===== src/core/reset_startup_defs.svh =====
// Timing counts and reset values of the reset and start-up sequencer
`ifndef RESET_STARTUP_DEFS_SVH
`define RESET_STARTUP_DEFS_SVH
`define CLK_PERIOD_NS 10
`define RESET_HALF_PERIODS 1024
// A 100 MHz clock gives 5 ns half-periods, so 1024 of them is 512 cycles
`define RESET_HOLD_CYCLES ((`RESET_HALF_PERIODS * `CLK_PERIOD_NS) / (2 * `CLK_PERIOD_NS))
`define START_ADDRESS 16'h0000
`define START_SEGMENT 8'h00
`define CLKSEL_DEFAULT 3'h7
`define CLKSEL_LSB 5
`define WAKE_CYCLES 16
`endif


===== src/core/reset_startup_pkg.sv =====
// Types shared by the reset and start-up sequencer
package reset_startup_pkg;
    typedef enum logic [3:0] {
        MUL_X4, MUL_X3, MUL_X2, MUL_X5, MUL_X1, MUL_X1P5, MUL_X0P5, MUL_X2P5
    } clk_mult_t;
    typedef struct packed {
        logic [2:0] clock_select;
        logic boot_source_select;
    } boot_cfg_t;
    typedef struct packed {
        logic pll_bypass;
        logic prescale_div2;
        clk_mult_t mult;
    } clk_cfg_t;
endpackage


===== src/core/reset_startup_config.sv =====
// Reset sequencer and power-on strap capture
`timescale 1ns/1ps
`include "reset_startup_defs.svh"

module reset_startup_config (
    input wire logic clk,
    input wire logic nrst,
    input wire logic power_on,
    input wire logic hw_reset_in_n,
    input wire logic software_reset_instruction,
    input wire logic watchdog_overflow,
    input wire logic ram_write_busy,
    input wire logic ext_access_busy,
    input wire logic [7:0] boot_config_port,
    input wire logic boot_source_select,
    input wire logic power_down_mode,
    input wire logic power_down_return,
    output logic core_reset,
    output logic hold_cancel,
    output logic ext_access_abort,
    output logic config_pullup_en,
    output logic fetch_start,
    output logic [15:0] fetch_address,
    output logic [7:0] fetch_segment,
    output logic boot_external,
    output logic [2:0] clock_select,
    output reset_startup_pkg::clk_cfg_t clk_cfg,
    output logic wake_up
);
    localparam int HOLD = `RESET_HOLD_CYCLES;
    localparam int WAKE = `WAKE_CYCLES;

    typedef enum logic [3:0] {
        ST_RUN = 4'h1,
        ST_DRAIN = 4'h2,
        ST_HOLD = 4'h4,
        ST_START = 4'h8
    } seq_state_t;

    // Decode the three strap bits into the clock setup
    function automatic reset_startup_pkg::clk_cfg_t decode_clk(
        input logic [2:0] sel);
        reset_startup_pkg::clk_cfg_t c;
        c.pll_bypass = 1'b0;
        c.prescale_div2 = 1'b0;
        unique case (sel)
            3'h7: c.mult = reset_startup_pkg::MUL_X4;
            3'h6: c.mult = reset_startup_pkg::MUL_X3;
            3'h5: c.mult = reset_startup_pkg::MUL_X2;
            3'h4: c.mult = reset_startup_pkg::MUL_X5;
            3'h3: begin
                c.mult = reset_startup_pkg::MUL_X1;
                c.pll_bypass = 1'b1;
            end
            3'h2: c.mult = reset_startup_pkg::MUL_X1P5;
            3'h1: begin
                c.mult = reset_startup_pkg::MUL_X0P5;
                c.pll_bypass = 1'b1;
                c.prescale_div2 = 1'b1;
            end
            3'h0: c.mult = reset_startup_pkg::MUL_X2P5;
        endcase
        return c;
    endfunction

    // Pin inputs cross into the clock domain; straps idle high via pull-ups.
    // The return pin idles low, so its stage starts low: no false wake edge.
    logic rst_pin_n, boot_pin, rpd_pin;
    logic [2:0] cfg_pins;

    pin_sync #(.W(1), .INIT(1'b1)) u_rst_sync (
        .clk(clk),
        .nrst(nrst),
        .pin(hw_reset_in_n),
        .level(rst_pin_n)
    );

    pin_sync #(.W(5), .INIT(5'h1e)) u_cfg_sync (
        .clk(clk),
        .nrst(nrst),
        .pin({boot_config_port[7:5], boot_source_select, power_down_return}),
        .level({cfg_pins, boot_pin, rpd_pin})
    );

    seq_state_t state, next_state;
    logic [9:0] hold_cnt, next_hold_cnt;
    logic por_pending, next_por_pending;
    logic [2:0] next_clock_select;
    logic next_boot_external;
    logic next_core_reset, next_hold_cancel, next_ext_access_abort;
    logic next_config_pullup_en, next_fetch_start;
    logic [4:0] wake_cnt, next_wake_cnt;
    logic next_wake_up, rpd_prev, reset_event;

    assign reset_event = !rst_pin_n || software_reset_instruction
        || watchdog_overflow;

    // Sequencer: drain, hold, then start at the fixed vector
    always_comb begin
        next_state = state;
        next_hold_cnt = hold_cnt;
        next_por_pending = por_pending;
        next_clock_select = clock_select;
        next_boot_external = boot_external;
        next_fetch_start = 1'b0;
        unique case (state)
            ST_RUN: begin
                if (reset_event) begin
                    next_state = ST_DRAIN;
                end
            end
            ST_DRAIN: begin
                // RAM write finishes; external cycle is not waited for
                if (!ram_write_busy) begin
                    next_state = ST_HOLD;
                    next_hold_cnt = 10'h000;
                end
            end
            ST_HOLD: begin
                // The pin holds the sequence at the start while low
                if (!rst_pin_n) begin
                    next_hold_cnt = 10'h000;
                end else if (hold_cnt == 10'(HOLD - 1)) begin
                    next_state = ST_START;
                end else begin
                    next_hold_cnt = hold_cnt + 10'h001;
                end
            end
            ST_START: begin
                // Straps taken once at power-on, held thereafter
                if (por_pending) begin
                    next_clock_select = cfg_pins;
                    next_por_pending = 1'b0;
                end
                next_boot_external = !boot_pin;
                next_fetch_start = 1'b1;
                next_state = ST_RUN;
            end
        endcase
        if (power_on) begin
            next_por_pending = 1'b1;
        end
        next_core_reset = (next_state != ST_RUN);
        next_hold_cancel = (next_state != ST_RUN);
        next_ext_access_abort = (next_state == ST_DRAIN)
            && ext_access_busy;
        next_config_pullup_en = (next_state != ST_RUN);
    end

    // One-cycle wake-up pulse, delayed by a WAKE_CYCLES count, from a rising return pin in power-down
    always_comb begin
        next_wake_cnt = wake_cnt;
        next_wake_up = 1'b0;
        if (power_down_mode && rpd_pin && !rpd_prev) begin
            next_wake_cnt = 5'(WAKE);
        end else if (wake_cnt != 5'h00) begin
            next_wake_cnt = wake_cnt - 5'h01;
            next_wake_up = (wake_cnt == 5'h01);
        end
    end

    // Sequencer group registers
    always_ff @(posedge clk) begin
        if (!nrst) begin
            state <= ST_HOLD;
            hold_cnt <= 10'h000;
            por_pending <= 1'b1;
            clock_select <= `CLKSEL_DEFAULT;
            clk_cfg <= decode_clk(`CLKSEL_DEFAULT);
            boot_external <= 1'b0;
            core_reset <= 1'b1;
            hold_cancel <= 1'b1;
            ext_access_abort <= 1'b0;
            config_pullup_en <= 1'b1;
            fetch_start <= 1'b0;
            fetch_address <= `START_ADDRESS;
            fetch_segment <= `START_SEGMENT;
        end else begin
            state <= next_state;
            hold_cnt <= next_hold_cnt;
            por_pending <= next_por_pending;
            clock_select <= next_clock_select;
            clk_cfg <= decode_clk(next_clock_select);
            boot_external <= next_boot_external;
            core_reset <= next_core_reset;
            hold_cancel <= next_hold_cancel;
            ext_access_abort <= next_ext_access_abort;
            config_pullup_en <= next_config_pullup_en;
            fetch_start <= next_fetch_start;
            fetch_address <= `START_ADDRESS;
            fetch_segment <= `START_SEGMENT;
        end
    end

    // Wake-up group registers; edge memory resets to the pin's idle low
    always_ff @(posedge clk) begin
        if (!nrst) begin
            wake_cnt <= 5'h00;
            wake_up <= 1'b0;
            rpd_prev <= 1'b0;
        end else begin
            wake_cnt <= next_wake_cnt;
            wake_up <= next_wake_up;
            rpd_prev <= rpd_pin;
        end
    end
endmodule


===== src/core/pin_sync.sv =====
// Three-stage pin synchroniser, output changes when stages two and three agree
`timescale 1ns/1ps
module pin_sync #(parameter int W = 1, parameter logic [W-1:0] INIT = '0) (
    input wire logic clk,
    input wire logic nrst,
    input wire logic [W-1:0] pin,
    output logic [W-1:0] level
);
    logic [W-1:0] s1, s2, s3;
    logic [W-1:0] next_level;

    // Accept only bits where the last two stages agree
    always_comb begin
        next_level = (s2 & s3) | (level & (s2 | s3));
    end

    always_ff @(posedge clk) begin
        if (!nrst) begin
            s1 <= INIT;
            s2 <= INIT;
            s3 <= INIT;
            level <= INIT;
        end else begin
            s1 <= pin;
            s2 <= s1;
            s3 <= s2;
            level <= next_level;
        end
    end
endmodule


===== config.mk =====
export PLATFORM = sky130hd
export DESIGN_NAME = reset_startup_config
export DESIGN_NICKNAME = d
export VERILOG_FILES = /design/src/core/reset_startup_pkg.sv /design/src/core/reset_startup_config.sv /design/src/core/pin_sync.sv
export VERILOG_INCLUDE_DIRS = /design/src /design/src/core
export SDC_FILE = /design/constraint.sdc
export NUM_CORES = 1
export LEC_CHECK = 0
export CAP_MARGIN = 10
export CORE_MARGIN = 3
export CORE_UTILIZATION = 50
export DETAILED_ROUTE_END_ITERATION = 12
export DONT_BUFFER_PORTS = 1
export PLACE_DENSITY = 0.78
export RECOVER_POWER = 25
export SKIP_LAST_GASP = 1
export SYNTH_ARGS = -nofsm -noshare
export SYNTH_HDL_FRONTEND = slang
export SYNTH_SLANG_ARGS = --single-unit
export TNS_END_PERCENT = 1

===== constraint.sdc =====
create_clock -name clk -period 1.9 [get_ports clk]
set_input_delay 0.19 -clock clk [delete_from_list [all_inputs] [get_ports clk]]
set_output_delay 0.19 -clock clk [all_outputs]
set_load 0.05 [all_outputs]

# [Yosys cells after proc, flatten, opt, wreduce, memory -nomap -nowiden]
# Index checks and enable logic that the tools add are counted.
[word_totals] ff_bits=59 inputBits=19 out_inout_bits=40 word_cells=86
[classes] n_addsub=2 eq_ne=17 mux=17 n_bitwise=10 n_reduce_logical=17
[ops] op="$pmux 4 s8" n=1
[ops] op="$mux 10" n=3
[ops] op="$pmux 10 s2" n=1
[ops] op="$mux 4" n=4
[ops] op="$pmux 4 s4" n=1
[ops] op="$eq 3x3->1 const B" n=4
[ops] op="$add 10x1->10 const B" n=1
[ops] op="$and 5x5->5" n=2
[ops] op="$eq 10x9->1 const B" n=1
[ops] op="$mux 5" n=2
[ops] op="$or 5x5->5" n=2
[ops] op="$eq 4x2->1 const B" n=2
[ops] op="$eq 3x2->1 const B" n=2
[ops] op="$mux 3" n=2
[ops] op="$reduce_or 2->1" n=3
[ops] op="$eq 5x1->1 const B" n=1
[ops] op="$reduce_bool 5->1" n=1
[ops] op="$sub 5x1->5 const B" n=1
[ops] op="$eq 4x1->1 const B" n=1
[ops] op="$eq 4x3->1 const B" n=1
[ops] op="$eq 4x4->1 const B" n=1
[ops] op="$ne 4x1->1 const B" n=1
[ops] op="$reduce_bool 2->1" n=2
[ops] op="$eq 3x1->1 const B" n=1
[ops] op="12 further kinds" n=22

# [Depth between registers and ports, before layout]
# Gate-level depths: netlist (run 1).
[logic_depth] word_depth=7 depth_mapped=7 depth_no_buf=6

# [Hierarchy]
# A second synthesis (run 1) with hierarchy kept.
[hier_totals] cells_unflattened=264 hier_area_um2=2487.4
[by_module_without_submodules] module="reset_startup_config" n_inst=1 cells_each=202 area_per_inst_um2=1789.2 seq_area_each_um2=680.7
[by_module_without_submodules] module="pin_sync (u_cfg_sync)" n_inst=1 cells_each=52 area_per_inst_um2=585.6 seq_area_each_um2=400.4
[by_module_without_submodules] module="pin_sync (u_rst_sync)" n_inst=1 cells_each=10 area_per_inst_um2=112.6 seq_area_each_um2=80.1

# [Worst setup path after synthesis (run 1)]
# Ideal clock, no wire load.
[synth_path] path_kind="register -> register" start="reg state[0]" end="reg hold_cnt[5]" setup_time_ns=0.068 arrival_ns=1.747 required_ns=1.832 slack_ns=0.085 path_stages_with_launch=7 n_path_buf=2 period_less_slack_ns=1.815 path_cell_list="dfxtp_1 > buf_6 > or3_1 > buf_2 > or4b_1 > or3_1 > a21oi_2"
[synth_between] elab_chain_cells=3 elab_cells_between_ends=7 classes_between="4 x eq/ne; 1 x mux; 2 x reduce/logical"
[synth_lines] element="start: declaration" line="reset_startup_config.sv:85" text="seq_state_t state, next_state;"
[synth_lines] element="start signal: assignment" line="reset_startup_config.sv:179" text="state <= next_state;"
[synth_lines] element="$eq 4x3->1 or $eq 4x2->1 (tied branches)" line="reset_startup_config.sv:106" text="unique case (state)"
[synth_lines] element="$ne 3x3->1 (no source line) (tied with other cells)"
[synth_lines] element="$reduce_and 3->1 (no source line)"
[synth_lines] element="end signal: assignment" line="reset_startup_config.sv:180" text="hold_cnt <= next_hold_cnt;"
[synth_lines] element="end: declaration" line="reset_startup_config.sv:86" text="logic [9:0] hold_cnt, next_hold_cnt;"
# Several ways; a longest one is shown, not always the timed one.
# A chain may end at the register's enable or synchronous reset.

# [Worst setup path in the final report (run 1)]
[layout_path] start="reg state[1]" end="reg hold_cnt[5]"
# The elaborated chain is that of the path after synthesis.

==> impl_metrics.yaml, run 1 <==
finish:
  layout_common_cells: "dfxtp_1, conb_1, nor2_1, nand2b_1, a21oi_1"
  postLayoutCellArea_sq_um: 2790
  nets: 303
  area_growth_pct: 12.7
  nFillCells: 406
  insertedDiodeCount: 0
  layout_commonest_cell: "dfxtp_1"
  layout-drive-gt1-share: 0.140
clock_network:
  htree_levels: 3
  cts_tree: "done"
  cts_hold_buf: 8
  insertion_delay_ns: 0.33
  clockBufferDepth: 2
  post_cts_buffers: 0
  clockRootBuffer: "clkbuf_8"
  cts.clk_slew.worst_paths_ns: 0.07
  cts_buffers: 9
  numClockSinks: 58
  cts_resized: 0
sta:
  slew_headroom: 0.389
  rsz0062_at_grt: "false"
  max_clock_freq_mhz: 566
  worstMarginPinSlew_ns: 0.913
  setup_violations: 0
  period_minus_slack_ns: 1.77
  setup_tns_ns: 0
  worst_clock_skew_ns: 0.0115
  fin_crit_sh: 0.930
  drv_slew: 0
  hold_violations: 0
  whs_ns: 0.0158
critical_path:
  worstSetupPathType: "register to register"
  crit_path_start_kind: "register"
  crit_arrival_ns: 2.03
  crit_path_end_kind: "register"
  required_ns: 2.17
  cp_max_fo: 6
logic_synthesis:
  post-synth-top-area-fraction: 0.468
  yosys_warnings: 0
  synth_area_sq_um: 2480
  yosys.area.top_type: "dfxtp_1"
  ys_seq_elements: 58
  syn_area_per_cell_sq_um: 9.57
  synth_cells: 259
  yosysUniqueCellTypes: 46
  synthTopCellsByArea: "dfxtp_1, buf_4, nand2b_1"
  synth-seq-area-share: 0.468
placed_design:
  place_area_sq_um: 2490
  io_buffers: 0
  dpl.hpwl_um: 2830
  place_congestion: 0.819
routing:
  vias: 1706
  route.detailed.drc: 0
  postRouteWirelength_um: 4160
  route.met3.wl_um: 254
  first_pass_iters: 4
  wl_per_cell_um: 11.9
  wl_met2_um: 1960
  drt_iter0_drc: 70
  avgViaCountPerCell: 4.87
  drtAntennaViolNets: 0
  wl_met1_um: 1910
  routed.top_layer: "met4"
die:
  start_util: 0.543
  die_h_um: 76.4
  die_area_sq_um: 5840
  fp-row-count: 24
  ios: 59
  die_x_um: 76.4
  core_area_sq_um: 4560
worst_hold_path:
  hold_path_class: "primary input to register"
run:
  max_cap_violations: 0
pwr:
  powerDensity_nw_per_um2: 1160
  ir_worst_vdd_v: 0.000597
  power.leakage_nw: 1.08
global_route:
  antenna_found_initial: 0
  grt_max_degree: 33
  grt_overflow: 0
  grt_pass1_vias: 1607
  grt_pass1_wl_um: 7130
  track_usage: 0.154
status:
  status: "finished clean"
registers in the layout, indices dropped and copies added (netlist names):
| signal | count |
|---|---|
| u_rst_sync.s2 | 1 |
| boot_external | 1 |
| state | 4 |
| u_cfg_sync.level | 5 |
| u_rst_sync.level | 1 |
| wake_up | 1 |
| fetch_start | 1 |
| por_pending | 1 |
| u_cfg_sync.s2 | 5 |
| u_rst_sync.s3 | 1 |
| hold_cnt | 10 |
| clock_select | 3 |
| clk_cfg | 5 |
| ext_access_abort | 1 |
| rpd_prev | 1 |
| wake_cnt | 5 |
| u_cfg_sync.s1 | 5 |
| u_cfg_sync.s3 | 5 |
| config_pullup_en | 1 |
| u_rst_sync.s1 | 1 |
power breakdown:
group / switching, W / total, W / internal (W)
Combinational: 0.000294 / 0.000494 / 0.000200
Sequential: 0.0000688 / 0.00136 / 0.00129
Clock: 0.000503 / 0.00137 / 0.000871
Total: 0.000866 / 0.00323 / 0.00236
area by class of cell:
cell class	instances	area, sq um	area share
clock buffer	9	124	0.0443
inverter	7	26.3	0.00940
clock inverter	7	116	0.0416
sequential	58	1160	0.416
multi-input combinational	181	1110	0.396
tap	65	81.3	0.0291
timing repair buffer	23	179	0.0640
cells in the mapped netlist, drive strengths merged:
master and number:
and2b 2, a2bb2oi 1, nor3b 2, nor3 5
a21oi 17, nor4 4, mux2i 8, or3b 1
nand4 1, nor2 17, or4b 1, o31ai 5
nor4b 3, conb 1, nand4b 1, clkinv 1
and3 2, or3 5, dfxtp 58, o221ai 1
and2 8, nand3b 5, nand2b 17, clkbuf 5
buf 32, nand3 8, a211o 1, or4 6
xnor2 4, a211oi 1, o21ai 12, nand2 11
o2111ai 1, ha 4, inv 6, a31oi 2
critical path, stage by stage, from the launching register on:
cell     delay, ns
dfxtp_1       0.31
or3_1         0.48
or4b_1        0.48
or3_1         0.33
a21oi_2       0.11
metal layers:
metal  up-vias  GRT usage
met3         5     0.0626
met4         0     0.0707
met1       776      0.179
met2        40      0.247
li1        885          -
met5         -          0
stage by stage:
step | instances | util | setup slack [ns] | total power, W
finish | 350 | 0.612 | 0.134 | 0.00323
global placement | 326 | 0.545 | 0.151 | 0.00185
detailed placement | 326 | 0.545 | 0.136 | 0.00187
floorplan | 283 | - | 0.0846 | 0.00183
global route | 350 | 0.612 | 0.0380 | 0.00339
CTS | 350 | 0.615 | 0.131 | 0.00326
cells by family after synthesis:
logic type | count (synthesis) | share of synthesized area
XOR/XNOR | 4 | 0.0141
AND/OR/NAND/NOR | 99 | 0.243
flip-flops | 58 | 0.468
adder cells (fa/ha/maj) | 4 | 0.0202
multiplexers | 8 | 0.0323
other | 1 | 0.00151
buffers and inverters | 44 | 0.122
AO/OA/AOI/OAI | 41 | 0.0989
worst paths after layout:
check                      from       endpoint  slack (ns)  cells past startpoint
setup reg to reg       state[1]    hold_cnt[5]        0.13                      4
hold reg to reg   u_rst_sync.s1  u_rst_sync.s2        0.40                      1
setup / recovery       state[1]    hold_cnt[5]        0.13                      4
hold / removal             nrst       state[1]        0.02                      2
(Power assumes the default switching activity.)
==> inputs of run 2 (changes only) <==
- PLACE_DENSITY: 0.78 -> 0.75
- RECOVER_POWER: 25 -> 50
- TNS_END_PERCENT: 1 -> 20
- clock period: 1.9 -> 1.89 ns (I/O delays scaled with it)
==> impl_metrics.yaml, run 2 (synthesized netlist as in run 1, its figures left out) <==
status:
  status: "finished clean"
critical_path:
  cp_common_cell: "or3_1"
  worstSetupPathType: "register to register"
  required_ns: 2.16
  crit_path_end_kind: "register"
  path_delay_family: "simple AND/OR/NAND/NOR gates"
  crit_path_start_kind: "register"
  path_buf_inv: 0
  crit_arrival_ns: 2.08
  cpPeakStageDelay_ns: 0.50
  slowest_stage: "or3_1"
  r2r_start: "state[1]"
  crit_path_start: "state[1]"
  reg2reg_slack_ns: 0.08
  crit_chain: "or3_1 > or4b_1 > or3_1 > a21oi_2"
  cp_max_fo: 6
placed_design:
  dpl.hpwl_um: 2980
  io_buffers: 0
  place_congestion: 0.759
finish:
  layout_common_cells: "dfxtp_1, conb_1, nor2_1, nand2b_1, a21oi_1"
  area_growth_pct: 13.3
  nets: 309
  post-route-util: 0.615
  layout-drive-gt1-share: 0.141
  nFillCells: 410
  seq_area_sq_um: 1160
  multi_input_area_sq_um: 1110
  layout_commonest_cell: "dfxtp_1"
  largest_reg_flops: 10
  top_register: "hold_cnt"
  insertedDiodeCount: 0
routing:
  drt_iter0_drc: 81
  wl_per_cell_um: 12.2
  postRouteWirelength_um: 4360
  route.detailed.drc: 0
  drtAntennaViolNets: 0
  avgViaCountPerCell: 4.92
  first_pass_iters: 5
  vias: 1751
die:
  die_x_um: 76.4
  die_area_sq_um: 5840
  start_util: 0.543
  fp-row-count: 24
  die_h_um: 76.4
  core_area_sq_um: 4560
  ios: 59
sta:
  worstMarginPinSlew_ns: 0.965
  fin_crit_sh: 0.959
  period_minus_slack_ns: 1.81
  whs_ns: 0.0224
  drv_slew: 0
  max_clock_freq_mhz: 552
  setup_violations: 0
  hold_violations: 0
  slew_headroom: 0.355
  rsz0062_at_grt: "true"
  worst_clock_skew_ns: 0.00706
  setup_tns_ns: 0
run:
  max_cap_violations: 0
pwr:
  powerDensity_nw_per_um2: 1100
  power_w: 0.00310
  power.leakage_nw: 1.09
  ir_worst_vdd_v: 0.000783
clock_network:
  cts_resized: 0
  cts_tree: "done"
  cts.clk_slew.worst_paths_ns: 0.06
  clockRootBuffer: "clkbuf_8"
  numClockSinks: 58
  htree_levels: 3
  post_cts_buffers: 0
  clockBufferDepth: 2
  cts_buffers: 9
  insertion_delay_ns: 0.33
worst_hold_path:
  hp-start: "nrst"
  hold_path_class: "primary input to register"
global_route:
  grt_pass1_vias: 1668
  grt_overflow: 0
  grt_max_degree: 33
  grt_pass1_wl_um: 7400
  antenna_found_initial: 0
  track_usage: 0.161
-- run 2: changes by cell type in the layout (fill, tap and decap cells not counted) --
cell	delta
dlygate4sd3_1	+1
clkbuf_8	+1
clkbuf_1	+4
buf_4	+2
inv_6	-1
bufinv_16	-1
-- run 2: final timing paths --
path                      end  cells past startpoint
max reg2reg       hold_cnt[5]                      4
min               hold_cnt[6]                      2
min reg2reg  u_cfg_sync.s2[3]                      1
max               hold_cnt[5]                      4
-- run 2: power breakdown --
part           total (W)  internal [W]  switching [W]
logic           0.000489      0.000186       0.000303
clock network    0.00124      0.000773       0.000466
registers        0.00137       0.00130      0.0000684
total            0.00310       0.00226       0.000838
-- run 2: final cells by class --
cell class              instances  share of cell area
clock inverters                 5              0.0276
well taps                      65              0.0290
clock buffers                  11              0.0503
flip-flops and latches         58               0.413
repair buffers                 29              0.0766
inverters                       7             0.00935
multi-input cells             181               0.394
-- run 2: repair_timing --
item,in CTS,in global routing
endpoints found under the setup margin,0,2
hold buffers,8,1
hold endpoints to repair,33,1
-- run 2: layer usage --
layer  wire (um)  track usage  part of all wire  vias up
met4          41       0.0797            0.0094        0
met5           0            0                 0        -
met1        1950        0.184              0.45      800
met2        2080        0.252              0.48       49
li1            -            -                 -      897
met3         289       0.0757             0.066        5
-- run 2: per-stage QoR --
| stage | cell area, sq um | setup slack, ns | std cells |
|---|---|---|---|
| final | 2810 | 0.0769 | 356 |
| after detailed placement | 2520 | 0.0998 | 331 |
| after floorplan | 2570 | 0.0746 | 283 |
| after global routing | 2810 | -0.00167 | 356 |
| after global placement | 2520 | 0.106 | 331 |
| after CTS | 2820 | 0.0789 | 355 |
